`src/rtl/rbcr_pkg.sv`:
```
// rbcr_pkg: offsets, field positions, reset values and timing counts for the
// rail b / rail c regulator configuration bank.
// assumes byte-wide registers on an 8-bit internal register access port.
package rbcr_pkg;

  // byte offsets on the internal register port
  localparam logic [7:0] RBCR_ADDR_RSVD_A   = 8'h23;
  localparam logic [7:0] RBCR_ADDR_RSVD_B   = 8'h24;
  localparam logic [7:0] RBCR_ADDR_B_VOLT   = 8'h25;
  localparam logic [7:0] RBCR_ADDR_B_THRESH = 8'h26;
  localparam logic [7:0] RBCR_ADDR_C_VOLT   = 8'h27;
  localparam logic [7:0] RBCR_ADDR_C_THRESH = 8'h28;

  // field positions
  localparam int RBCR_VCODE_LSB  = 1;
  localparam int RBCR_PGLOW_BIT  = 0;
  localparam int RBCR_PGHIGH_LSB = 6;
  localparam int RBCR_OV_LSB     = 4;
  localparam int RBCR_UVLO_LSB   = 2;
  localparam int RBCR_STOP_LSB   = 0;

  // reset values
  localparam logic [6:0] RBCR_VCODE_RST  = 7'h3c;
  localparam logic       RBCR_PGLOW_RST  = 1'b0;
  localparam logic [1:0] RBCR_PGHIGH_RST = 2'h1;
  localparam logic [1:0] RBCR_OV_RST     = 2'h2;
  localparam logic [1:0] RBCR_UVLO_RST   = 2'h0;
  localparam logic [1:0] RBCR_STOP_RST   = 2'h3;
  localparam logic [7:0] RBCR_RSVD_VALUE = 8'h00;

  // voltage base and step in mV
  localparam logic [11:0] RBCR_B_BASE_MV = 12'd800;
  localparam logic [11:0] RBCR_C_BASE_MV = 12'd1500;
  localparam logic [11:0] RBCR_STEP_MV   = 12'd5;

  // percentages held in tenths of a percent
  localparam logic [6:0] RBCR_P25  = 7'd25;
  localparam logic [6:0] RBCR_P50  = 7'd50;
  localparam logic [6:0] RBCR_P75  = 7'd75;
  localparam logic [6:0] RBCR_P100 = 7'd100;
  localparam logic [6:0] RBCR_P125 = 7'd125;

  // soft-stop base time in microseconds and the clock rate
  localparam int RBCR_STOP_BASE_US = 500;
  localparam int RBCR_CLK_MHZ      = 250;
  localparam int RBCR_STOP_BASE_CYC = RBCR_STOP_BASE_US * RBCR_CLK_MHZ;

  typedef enum logic [1:0] { RBCR_IDLE, RBCR_RAMP, RBCR_DONE } rbcr_stop_t;

endpackage : rbcr_pkg

```
`src/rtl/rbcr_decode.sv`:
```
// rbcr_decode: turns one rail's threshold codes into target millivolts and
// window offsets in tenths of a percent, registered.
// assumes the codes come from registers on the same clock.
`timescale 1ns/100ps
module rbcr_decode
  import rbcr_pkg::*;
(
  input  wire logic        sys_clk,
  input  wire logic        rst,
  input  wire logic [11:0] base_mv,
  input  wire logic [6:0]  voltage_code,
  input  wire logic        pg_low_sel,
  input  wire logic [1:0]  pg_high_sel,
  input  wire logic [1:0]  ov_sel,
  input  wire logic [1:0]  uvlo_sel,
  output logic      [11:0] target_mv,
  output logic      [6:0]  pg_low_pct,
  output logic      [6:0]  pg_high_pct,
  output logic      [6:0]  ov_pct,
  output logic      [6:0]  uvlo_pct
);

  logic [11:0] next_target_mv;
  logic [6:0]  next_pg_low_pct;
  logic [6:0]  next_pg_high_pct;
  logic [6:0]  next_ov_pct;
  logic [6:0]  next_uvlo_pct;

  // code lookups; the tables are not monotonic, so no arithmetic shortcut
  always_comb begin
    next_target_mv   = base_mv + 12'(voltage_code * RBCR_STEP_MV);
    next_pg_low_pct  = pg_low_sel ? RBCR_P75 : RBCR_P50;
    case (pg_high_sel)
      2'h0:    next_pg_high_pct = RBCR_P50;
      2'h1:    next_pg_high_pct = RBCR_P75;
      2'h2:    next_pg_high_pct = RBCR_P100;
      default: next_pg_high_pct = RBCR_P25;
    endcase
    case (ov_sel)
      2'h0:    next_ov_pct = RBCR_P75;
      2'h1:    next_ov_pct = RBCR_P100;
      2'h2:    next_ov_pct = RBCR_P125;
      default: next_ov_pct = RBCR_P50;
    endcase
    case (uvlo_sel)
      2'h0:    next_uvlo_pct = RBCR_P100;
      2'h1:    next_uvlo_pct = RBCR_P125;
      2'h2:    next_uvlo_pct = RBCR_P50;
      default: next_uvlo_pct = RBCR_P75;
    endcase
  end

  always_ff @(posedge sys_clk or posedge rst) begin
    if (rst) begin
      target_mv   <= 12'h000;
      pg_low_pct  <= 7'h00;
      pg_high_pct <= 7'h00;
      ov_pct      <= 7'h00;
      uvlo_pct    <= 7'h00;
    end else begin
      target_mv   <= next_target_mv;
      pg_low_pct  <= next_pg_low_pct;
      pg_high_pct <= next_pg_high_pct;
      ov_pct      <= next_ov_pct;
      uvlo_pct    <= next_uvlo_pct;
    end
  end

endmodule : rbcr_decode

```
`src/rtl/rbcr_soft_stop.sv`:
```
// rbcr_soft_stop: times the ramp-down after a rail enable falls.
// assumes rail_en is synchronous to sys_clk; the duration is
// base_cyc shifted left by the two-bit select.
`timescale 1ns/100ps
module rbcr_soft_stop
  import rbcr_pkg::*;
#(
  parameter int BASE_CYC = RBCR_STOP_BASE_CYC
) (
  input  wire logic       sys_clk,
  input  wire logic       rst,
  input  wire logic       rail_en,
  input  wire logic [1:0] stop_sel,
  output logic            ramping,
  output logic            done
);

  rbcr_stop_t  state;
  rbcr_stop_t  next_state;
  logic [23:0] count;
  logic [23:0] next_count;
  logic        en_q;
  logic        next_ramping;
  logic        next_done;

  // a re-enable aborts the ramp; the regulator owns the rail again
  always_comb begin
    next_state   = state;
    next_count   = count;
    next_done    = 1'b0;
    case (state)
      RBCR_IDLE: begin
        if (en_q && !rail_en) begin
          next_state = RBCR_RAMP;
          next_count = 24'(BASE_CYC << stop_sel) - 24'h000001;
        end
      end
      RBCR_RAMP: begin
        if (rail_en) begin
          next_state = RBCR_IDLE;
        end else if (count == 24'h000000) begin
          next_state = RBCR_DONE;
          next_done  = 1'b1;
        end else begin
          next_count = count - 24'h000001;
        end
      end
      RBCR_DONE: next_state = RBCR_IDLE;
      default:   next_state = RBCR_IDLE;
    endcase
    next_ramping = (next_state == RBCR_RAMP);
  end

  always_ff @(posedge sys_clk or posedge rst) begin
    if (rst) begin
      state   <= RBCR_IDLE;
      count   <= 24'h000000;
      en_q    <= 1'b0;
      ramping <= 1'b0;
      done    <= 1'b0;
    end else begin
      state   <= next_state;
      count   <= next_count;
      en_q    <= rail_en;
      ramping <= next_ramping;
      done    <= next_done;
    end
  end

endmodule : rbcr_soft_stop

```
`src/rtl/rbcr_regs.sv`:
```
// rbcr_regs: configuration bank for rails b and c at byte offsets 23h..28h.
// assumes a single-cycle internal register port driven by the serial bus
// front end on sys_clk; reads answer one cycle after the strobe.
`timescale 1ns/100ps
module rbcr_regs
  import rbcr_pkg::*;
#(
  parameter int STOP_BASE_CYC = RBCR_STOP_BASE_CYC
) (
  input  wire logic                  sys_clk,
  input  wire logic                  rst,
  input  wire logic                  reg_wr,
  input  wire logic                  reg_rd,
  input  wire logic [7:0]            reg_addr,
  input  wire logic [7:0]            reg_wdata,
  output logic      [7:0]            reg_rdata,
  output logic                       reg_rvalid,
  input  wire logic                  rail_b_en,
  input  wire logic                  rail_c_en,
  output logic      [6:0]            rail_b_voltage_code,
  output logic                       rail_b_pg_low_offset,
  output logic      [1:0]            rail_b_pg_high_offset,
  output logic      [1:0]            rail_b_ov_offset,
  output logic      [1:0]            rail_b_uvlo_offset,
  output logic      [1:0]            rail_b_ramp_down_time,
  output logic      [6:0]            rail_c_voltage_code,
  output logic                       rail_c_pg_low_offset,
  output logic      [1:0]            rail_c_pg_high_offset,
  output logic      [1:0]            rail_c_ov_offset,
  output logic      [1:0]            rail_c_uvlo_offset,
  output logic      [1:0]            rail_c_ramp_down_time,
  output logic      [11:0]           rail_b_target_mv,
  output logic      [11:0]           rail_c_target_mv,
  output logic      [6:0]            rail_b_pg_low_pct,
  output logic      [6:0]            rail_b_pg_high_pct,
  output logic      [6:0]            rail_b_ov_pct,
  output logic      [6:0]            rail_b_uvlo_pct,
  output logic      [6:0]            rail_c_pg_low_pct,
  output logic      [6:0]            rail_c_pg_high_pct,
  output logic      [6:0]            rail_c_ov_pct,
  output logic      [6:0]            rail_c_uvlo_pct,
  output logic                       rail_b_ramping,
  output logic                       rail_c_ramping,
  output logic                       rail_b_stop_done,
  output logic                       rail_c_stop_done
);

  // rail b and rail c use different base voltages but the same layout
  function automatic logic [7:0] pack_volt(input logic [6:0] code, input logic pgl);
    pack_volt = {code, pgl};
  endfunction : pack_volt

  function automatic logic [7:0] pack_thresh(input logic [1:0] pgh, input logic [1:0] ov,
                                             input logic [1:0] uv, input logic [1:0] st);
    pack_thresh = {pgh, ov, uv, st};
  endfunction : pack_thresh

  logic [7:0] b_volt;
  logic [7:0] b_thresh;
  logic [7:0] c_volt;
  logic [7:0] c_thresh;
  logic [7:0] next_b_volt;
  logic [7:0] next_b_thresh;
  logic [7:0] next_c_volt;
  logic [7:0] next_c_thresh;
  logic [7:0] next_rdata;
  logic       next_rvalid;

  localparam logic [7:0] B_VOLT_RST   = {RBCR_VCODE_RST, RBCR_PGLOW_RST};
  localparam logic [7:0] THRESH_RST   = {RBCR_PGHIGH_RST, RBCR_OV_RST,
                                         RBCR_UVLO_RST, RBCR_STOP_RST};

  // write decode; every bit of the four live bytes is writable
  always_comb begin
    next_b_volt   = b_volt;
    next_b_thresh = b_thresh;
    next_c_volt   = c_volt;
    next_c_thresh = c_thresh;
    if (reg_wr) begin
      case (reg_addr)
        RBCR_ADDR_B_VOLT:   next_b_volt   = reg_wdata;
        RBCR_ADDR_B_THRESH: next_b_thresh = reg_wdata;
        RBCR_ADDR_C_VOLT:   next_c_volt   = reg_wdata;
        RBCR_ADDR_C_THRESH: next_c_thresh = reg_wdata;
        default: ; // reserved and unmapped writes are dropped
      endcase
    end
  end

  // read mux; reserved and unmapped bytes return zero
  always_comb begin
    next_rvalid = reg_rd;
    next_rdata  = reg_rdata;
    if (reg_rd) begin
      case (reg_addr)
        RBCR_ADDR_B_VOLT:   next_rdata = pack_volt(b_volt[7:1], b_volt[0]);
        RBCR_ADDR_B_THRESH: next_rdata = pack_thresh(b_thresh[7:6], b_thresh[5:4],
                                                     b_thresh[3:2], b_thresh[1:0]);
        RBCR_ADDR_C_VOLT:   next_rdata = pack_volt(c_volt[7:1], c_volt[0]);
        RBCR_ADDR_C_THRESH: next_rdata = pack_thresh(c_thresh[7:6], c_thresh[5:4],
                                                     c_thresh[3:2], c_thresh[1:0]);
        RBCR_ADDR_RSVD_A:   next_rdata = RBCR_RSVD_VALUE;
        RBCR_ADDR_RSVD_B:   next_rdata = RBCR_RSVD_VALUE;
        default:            next_rdata = RBCR_RSVD_VALUE;
      endcase
    end
  end

  // storage and read port
  always_ff @(posedge sys_clk or posedge rst) begin
    if (rst) begin
      b_volt     <= B_VOLT_RST;
      b_thresh   <= THRESH_RST;
      c_volt     <= B_VOLT_RST;
      c_thresh   <= THRESH_RST;
      reg_rdata  <= 8'h00;
      reg_rvalid <= 1'b0;
    end else begin
      b_volt     <= next_b_volt;
      b_thresh   <= next_b_thresh;
      c_volt     <= next_c_volt;
      c_thresh   <= next_c_thresh;
      reg_rdata  <= next_rdata;
      reg_rvalid <= next_rvalid;
    end
  end

  // field outputs straight from the storage flops
  assign rail_b_voltage_code   = b_volt[7:RBCR_VCODE_LSB];
  assign rail_b_pg_low_offset  = b_volt[RBCR_PGLOW_BIT];
  assign rail_b_pg_high_offset = b_thresh[RBCR_PGHIGH_LSB +: 2];
  assign rail_b_ov_offset      = b_thresh[RBCR_OV_LSB +: 2];
  assign rail_b_uvlo_offset    = b_thresh[RBCR_UVLO_LSB +: 2];
  assign rail_b_ramp_down_time = b_thresh[RBCR_STOP_LSB +: 2];
  assign rail_c_voltage_code   = c_volt[7:RBCR_VCODE_LSB];
  assign rail_c_pg_low_offset  = c_volt[RBCR_PGLOW_BIT];
  assign rail_c_pg_high_offset = c_thresh[RBCR_PGHIGH_LSB +: 2];
  assign rail_c_ov_offset      = c_thresh[RBCR_OV_LSB +: 2];
  assign rail_c_uvlo_offset    = c_thresh[RBCR_UVLO_LSB +: 2];
  assign rail_c_ramp_down_time = c_thresh[RBCR_STOP_LSB +: 2];

  // decoded targets and window offsets, one per rail
  rbcr_decode u_dec_b (
    .sys_clk      (sys_clk),
    .rst          (rst),
    .base_mv      (RBCR_B_BASE_MV),
    .voltage_code (b_volt[7:1]),
    .pg_low_sel   (b_volt[0]),
    .pg_high_sel  (b_thresh[7:6]),
    .ov_sel       (b_thresh[5:4]),
    .uvlo_sel     (b_thresh[3:2]),
    .target_mv    (rail_b_target_mv),
    .pg_low_pct   (rail_b_pg_low_pct),
    .pg_high_pct  (rail_b_pg_high_pct),
    .ov_pct       (rail_b_ov_pct),
    .uvlo_pct     (rail_b_uvlo_pct)
  );

  rbcr_decode u_dec_c (
    .sys_clk      (sys_clk),
    .rst          (rst),
    .base_mv      (RBCR_C_BASE_MV),
    .voltage_code (c_volt[7:1]),
    .pg_low_sel   (c_volt[0]),
    .pg_high_sel  (c_thresh[7:6]),
    .ov_sel       (c_thresh[5:4]),
    .uvlo_sel     (c_thresh[3:2]),
    .target_mv    (rail_c_target_mv),
    .pg_low_pct   (rail_c_pg_low_pct),
    .pg_high_pct  (rail_c_pg_high_pct),
    .ov_pct       (rail_c_ov_pct),
    .uvlo_pct     (rail_c_uvlo_pct)
  );

  // rail c's shortest ramp is twice rail b's, so its base doubles
  rbcr_soft_stop #(
    .BASE_CYC (STOP_BASE_CYC)
  ) u_stop_b (
    .sys_clk  (sys_clk),
    .rst      (rst),
    .rail_en  (rail_b_en),
    .stop_sel (b_thresh[1:0]),
    .ramping  (rail_b_ramping),
    .done     (rail_b_stop_done)
  );

  rbcr_soft_stop #(
    .BASE_CYC (2 * STOP_BASE_CYC)
  ) u_stop_c (
    .sys_clk  (sys_clk),
    .rst      (rst),
    .rail_en  (rail_c_en),
    .stop_sel (c_thresh[1:0]),
    .ramping  (rail_c_ramping),
    .done     (rail_c_stop_done)
  );
endmodule : rbcr_regs

```
`config.mk`:
```
export PLATFORM = sky130hd
export DESIGN_NAME = rbcr_regs
export DESIGN_NICKNAME = d
export VERILOG_FILES = /design/src/rtl/rbcr_pkg.sv /design/src/rtl/rbcr_decode.sv /design/src/rtl/rbcr_soft_stop.sv /design/src/rtl/rbcr_regs.sv
export SDC_FILE = /design/constraint.sdc
export NUM_CORES = 1
export LEC_CHECK = 0
export ABC_AREA = 0
export BUFFER_PORTS_ARGS = -buffer_cell sky130_fd_sc_hd__buf_4
export CORE_UTILIZATION = 45
export DETAILED_ROUTE_END_ITERATION = 10
export PLACE_DENSITY = 0.67
export SYNTH_ARGS = -nofsm -noshare
export SYNTH_HDL_FRONTEND = slang
export SYNTH_SLANG_ARGS = --single-unit
```
`constraint.sdc`:
```
create_clock -name sys_clk -period 4.8 [get_ports sys_clk]
set_input_delay 0.24 -clock sys_clk [delete_from_list [all_inputs] [get_ports sys_clk]]
set_output_delay 0.24 -clock sys_clk [all_outputs]
set_load 0.01 [all_outputs]
```
==> impl_metrics.yaml <==
cts:
  cts_tree: "yes"
  clkLatencyLatePin_ns: 0.43
  clockBufferDepth: 2
  cts_root_buffer: "clkbuf_16"
  cts_buffers: 17
  htree_levels: 4
  postCtsSetupRepairBufs: 0
  cts_sinks: 163
  clkTransAtPathRegs_ns: 0.08
critical_path:
  cp.depth: 7
  start_kind: "register"
  rrSetupSlack_ns: 1.53
  worst-setup-path-type: "register to register"
  r2r_start: "u_stop_b.state[1]"
  path_common_cell: "nor3_1"
  slowest_delay_ns: 0.67
  r2r_cells: 7
  crit_buf_inv: 1
  crit_path_top_delay_cell: "nand2b_1"
  arrival_ns: 3.61
  crit_start: "u_stop_b.state[1]"
  endpoint: "u_stop_b.count[19]"
  cp_cell_sequence: "nand2b_1 -> buf_4 -> nor3_1 -> nor3b_1 -> nor4b_1 -> nor3_1 -> nor4_1"
  reg2reg_to: "u_stop_b.count[19]"
  path_max_fanout: 24
  worstPathRequired_ns: 5.14
  end_kind: "register"
  cp_top_family: "simple AND/OR/NAND/NOR gates"
routing:
  initialDrtViolationCount: 816
  drcViolationCount: 0
  drt_first_pass_iters: 5
  wire_per_inst_um: 18.3
  via_count: 7834
  antenna_left: 0
  drt_wl_total_mm: 24.8
  routed_via_density: 5.79
sta:
  fmax_mhz: 306
  drv_slew: 0
  fin_hold_ws_ns: 0.0642
  setup_tns_ns: 0
  setup_slack_ns: 1.53
  period_needed_ns: 3.27
  setup_viol: 0
  maxSlewHeadroom_pct: 27.9
  tightest_slew_ns: 1.07
  hold_violations: 0
  skew_ns: 0.00952
  fin_crit_sh_pct: 68.1
  rsz0062_at_grt: "no"
yosys:
  syn_avg_cell_area_sq_um: 9.96
  synth_edf_count: 0
  ys_async_sr_fraction_pct: 100
  synth_area_sq_um: 9480
  synth.largest_area_cell: "dfrtp_1"
  seq_area_frac_synth_pct: 43.2
  yosysWarnings: 0
  ys_seq_elements: 163
  synth.distinct_cells: 77
  netlist_instances: 952
  ys.flop_type: "dfrtp_1"
  synth_top_area_share_pct: 38.8
  synth_area_leaders: "dfrtp_1 (39%), ha_1 (9.4%), dfstp_2 (4.4%)"
global_routing:
  grt_pass1_wl_mm: 39.8
  grt_max_degree: 86
  antenna_found_initial: 0
  grt_use_total_pct: 23.5
  grt_pass1_vias: 7558
  grt_overflow_total: 0
placement:
  dpl.hpwl_mm: 17.6
  dp_slack_ns: 1.65
  io_buffer_count: 143
  place.gp.congestion: 0.935
floorplan:
  rows: 52
  initial_core_util_pct: 46.4
  ioPinCount: 147
  core_area_sq_um: 20400
  dieArea_sq_um: 21700
  fp.dieH_um: 147
  die_w_um: 147
power_and_ir_drop:
  power_density_nw_per_um2: 352
  power.leakage_nw: 5.11
  irDropWorstVdd_mv: 0.230
cells_and_area:
  drive_gt1_share_pct: 24.7
  diodes: 0
  syn2layout_area_growth_pct: 19.3
  layout_common_cells: "buf_4 (151), dfrtp_1 (147), nor2_1 (71), ha_1 (71), inv_1 (69)"
  final_common_cell: "buf_4"
  fin_util_pct: 55.4
  nNetsFinal: 1169
job:
  drv_cap: 0
outcome:
  run_status: "complete, no violations"
hold_path:
  holdCritPathClass: "input port to register"
  hp-start: "reg_wdata[7]"
cell families (layout without fill, tap and decap cells):
logic type      count (synthesis)  count (layout)  synth area share, %
compound gates                209             209                 14.8
xor+xnor                       20              20                 1.85
fa+ha+maj                      77              77                 10.6
buf+inv                       130             259                 6.24
flops                         163             163                 43.2
mux                            56              56                 6.41
other cells                     2               4               0.0792
simple gates                  295             295                 16.7
state kept, by name, summed over array words and instances, names as in the netlist, 8 cells and up:
signal	count
b_volt	8
u_dec_c.target_mv	12
b_thresh	8
u_stop_c.count	24
reg_rdata	8
c_thresh	8
c_volt	8
u_dec_b.target_mv	11
u_stop_b.count	24
routing by layer:
metal / part of all wire, % / up-vias / global-route usage (%)
li1: - / 3628 / -
met1: 43 / 3789 / 31.3
met2: 45 / 368 / 36.0
met3: 10 / 49 / 7.76
met4: 2.3 / 0 / 7.42
met5: 0 / - / 0
synth_stat cells (all sizes together), types with 3 or more instances:
cell,count
and2,4
buf,37
nor2,71
mux2,38
a22o,3
a222oi,8
a221oi,4
dfrtp,147
a21oi,45
and3,4
o311ai,3
o211ai,3
or2,16
o32a,3
nor3,39
nor4,12
nor4b,15
nand2b,6
a21boi,9
o221ai,3
nor3b,7
a32oi,3
fa,6
nand2,59
xnor2,13
xor2,7
a31oi,17
dfstp,16
a211oi,12
o22ai,15
o32ai,3
o21ai,42
a21o,9
nand3,16
mux2i,18
or3,15
o21a,5
inv,72
or3b,3
ha,71
or4,9
nor2b,4
nand4,6
clkbuf,21
o21bai,6
layout make-up:
type / count / area (sq um)
clock buffers: 17 / 425
inverters: 72 / 275
fillers: 1781 / 9120
clock inverters: 15 / 196
repair buffers: 155 / 1170
multi-input cells: 661 / 4800
well taps: 270 / 338
flip-flops and latches: 163 / 4100
report_power, final:
part	total [W]	switching [W]	internal [W]
Clock	0.00140	0.000685	0.000716
Sequential	0.00175	0.000212	0.00154
Combinational	0.000830	0.000472	0.000358
Total	0.00398	0.00137	0.00261
worst min-delay path by stage:
stage | slack, ns | end | cells after the start
CTS | 0.005 | reg_rvalid | 1
global route | 0.05 | b_thresh[7] | 2
floorplan | 0.27 | reg_rvalid | 0
global placement | 0.39 | u_stop_b.en_q | 1
detailed placement | 0.39 | u_stop_b.en_q | 1
finish | 0.06 | b_volt[7] | 2
through the flow:
| step | instance area, sq um | instances | total power, W |
|---|---|---|---|
| after global placement | 10600 | 1317 | 0.00258 |
| after floorplan | 9490 | 954 | 0.00227 |
| final | 11300 | 1353 | 0.00398 |
| after CTS | 11300 | 1352 | 0.00400 |
| after global routing | 11300 | 1353 | 0.00419 |
| after detailed placement | 10600 | 1317 | 0.00258 |
repair_timing:
action,in CTS,in global routing
hold buffers,3,1
endpoints found under the hold margin,26,1
resized for setup,0,0
Note: power is estimated with default switching activity, not from simulation.
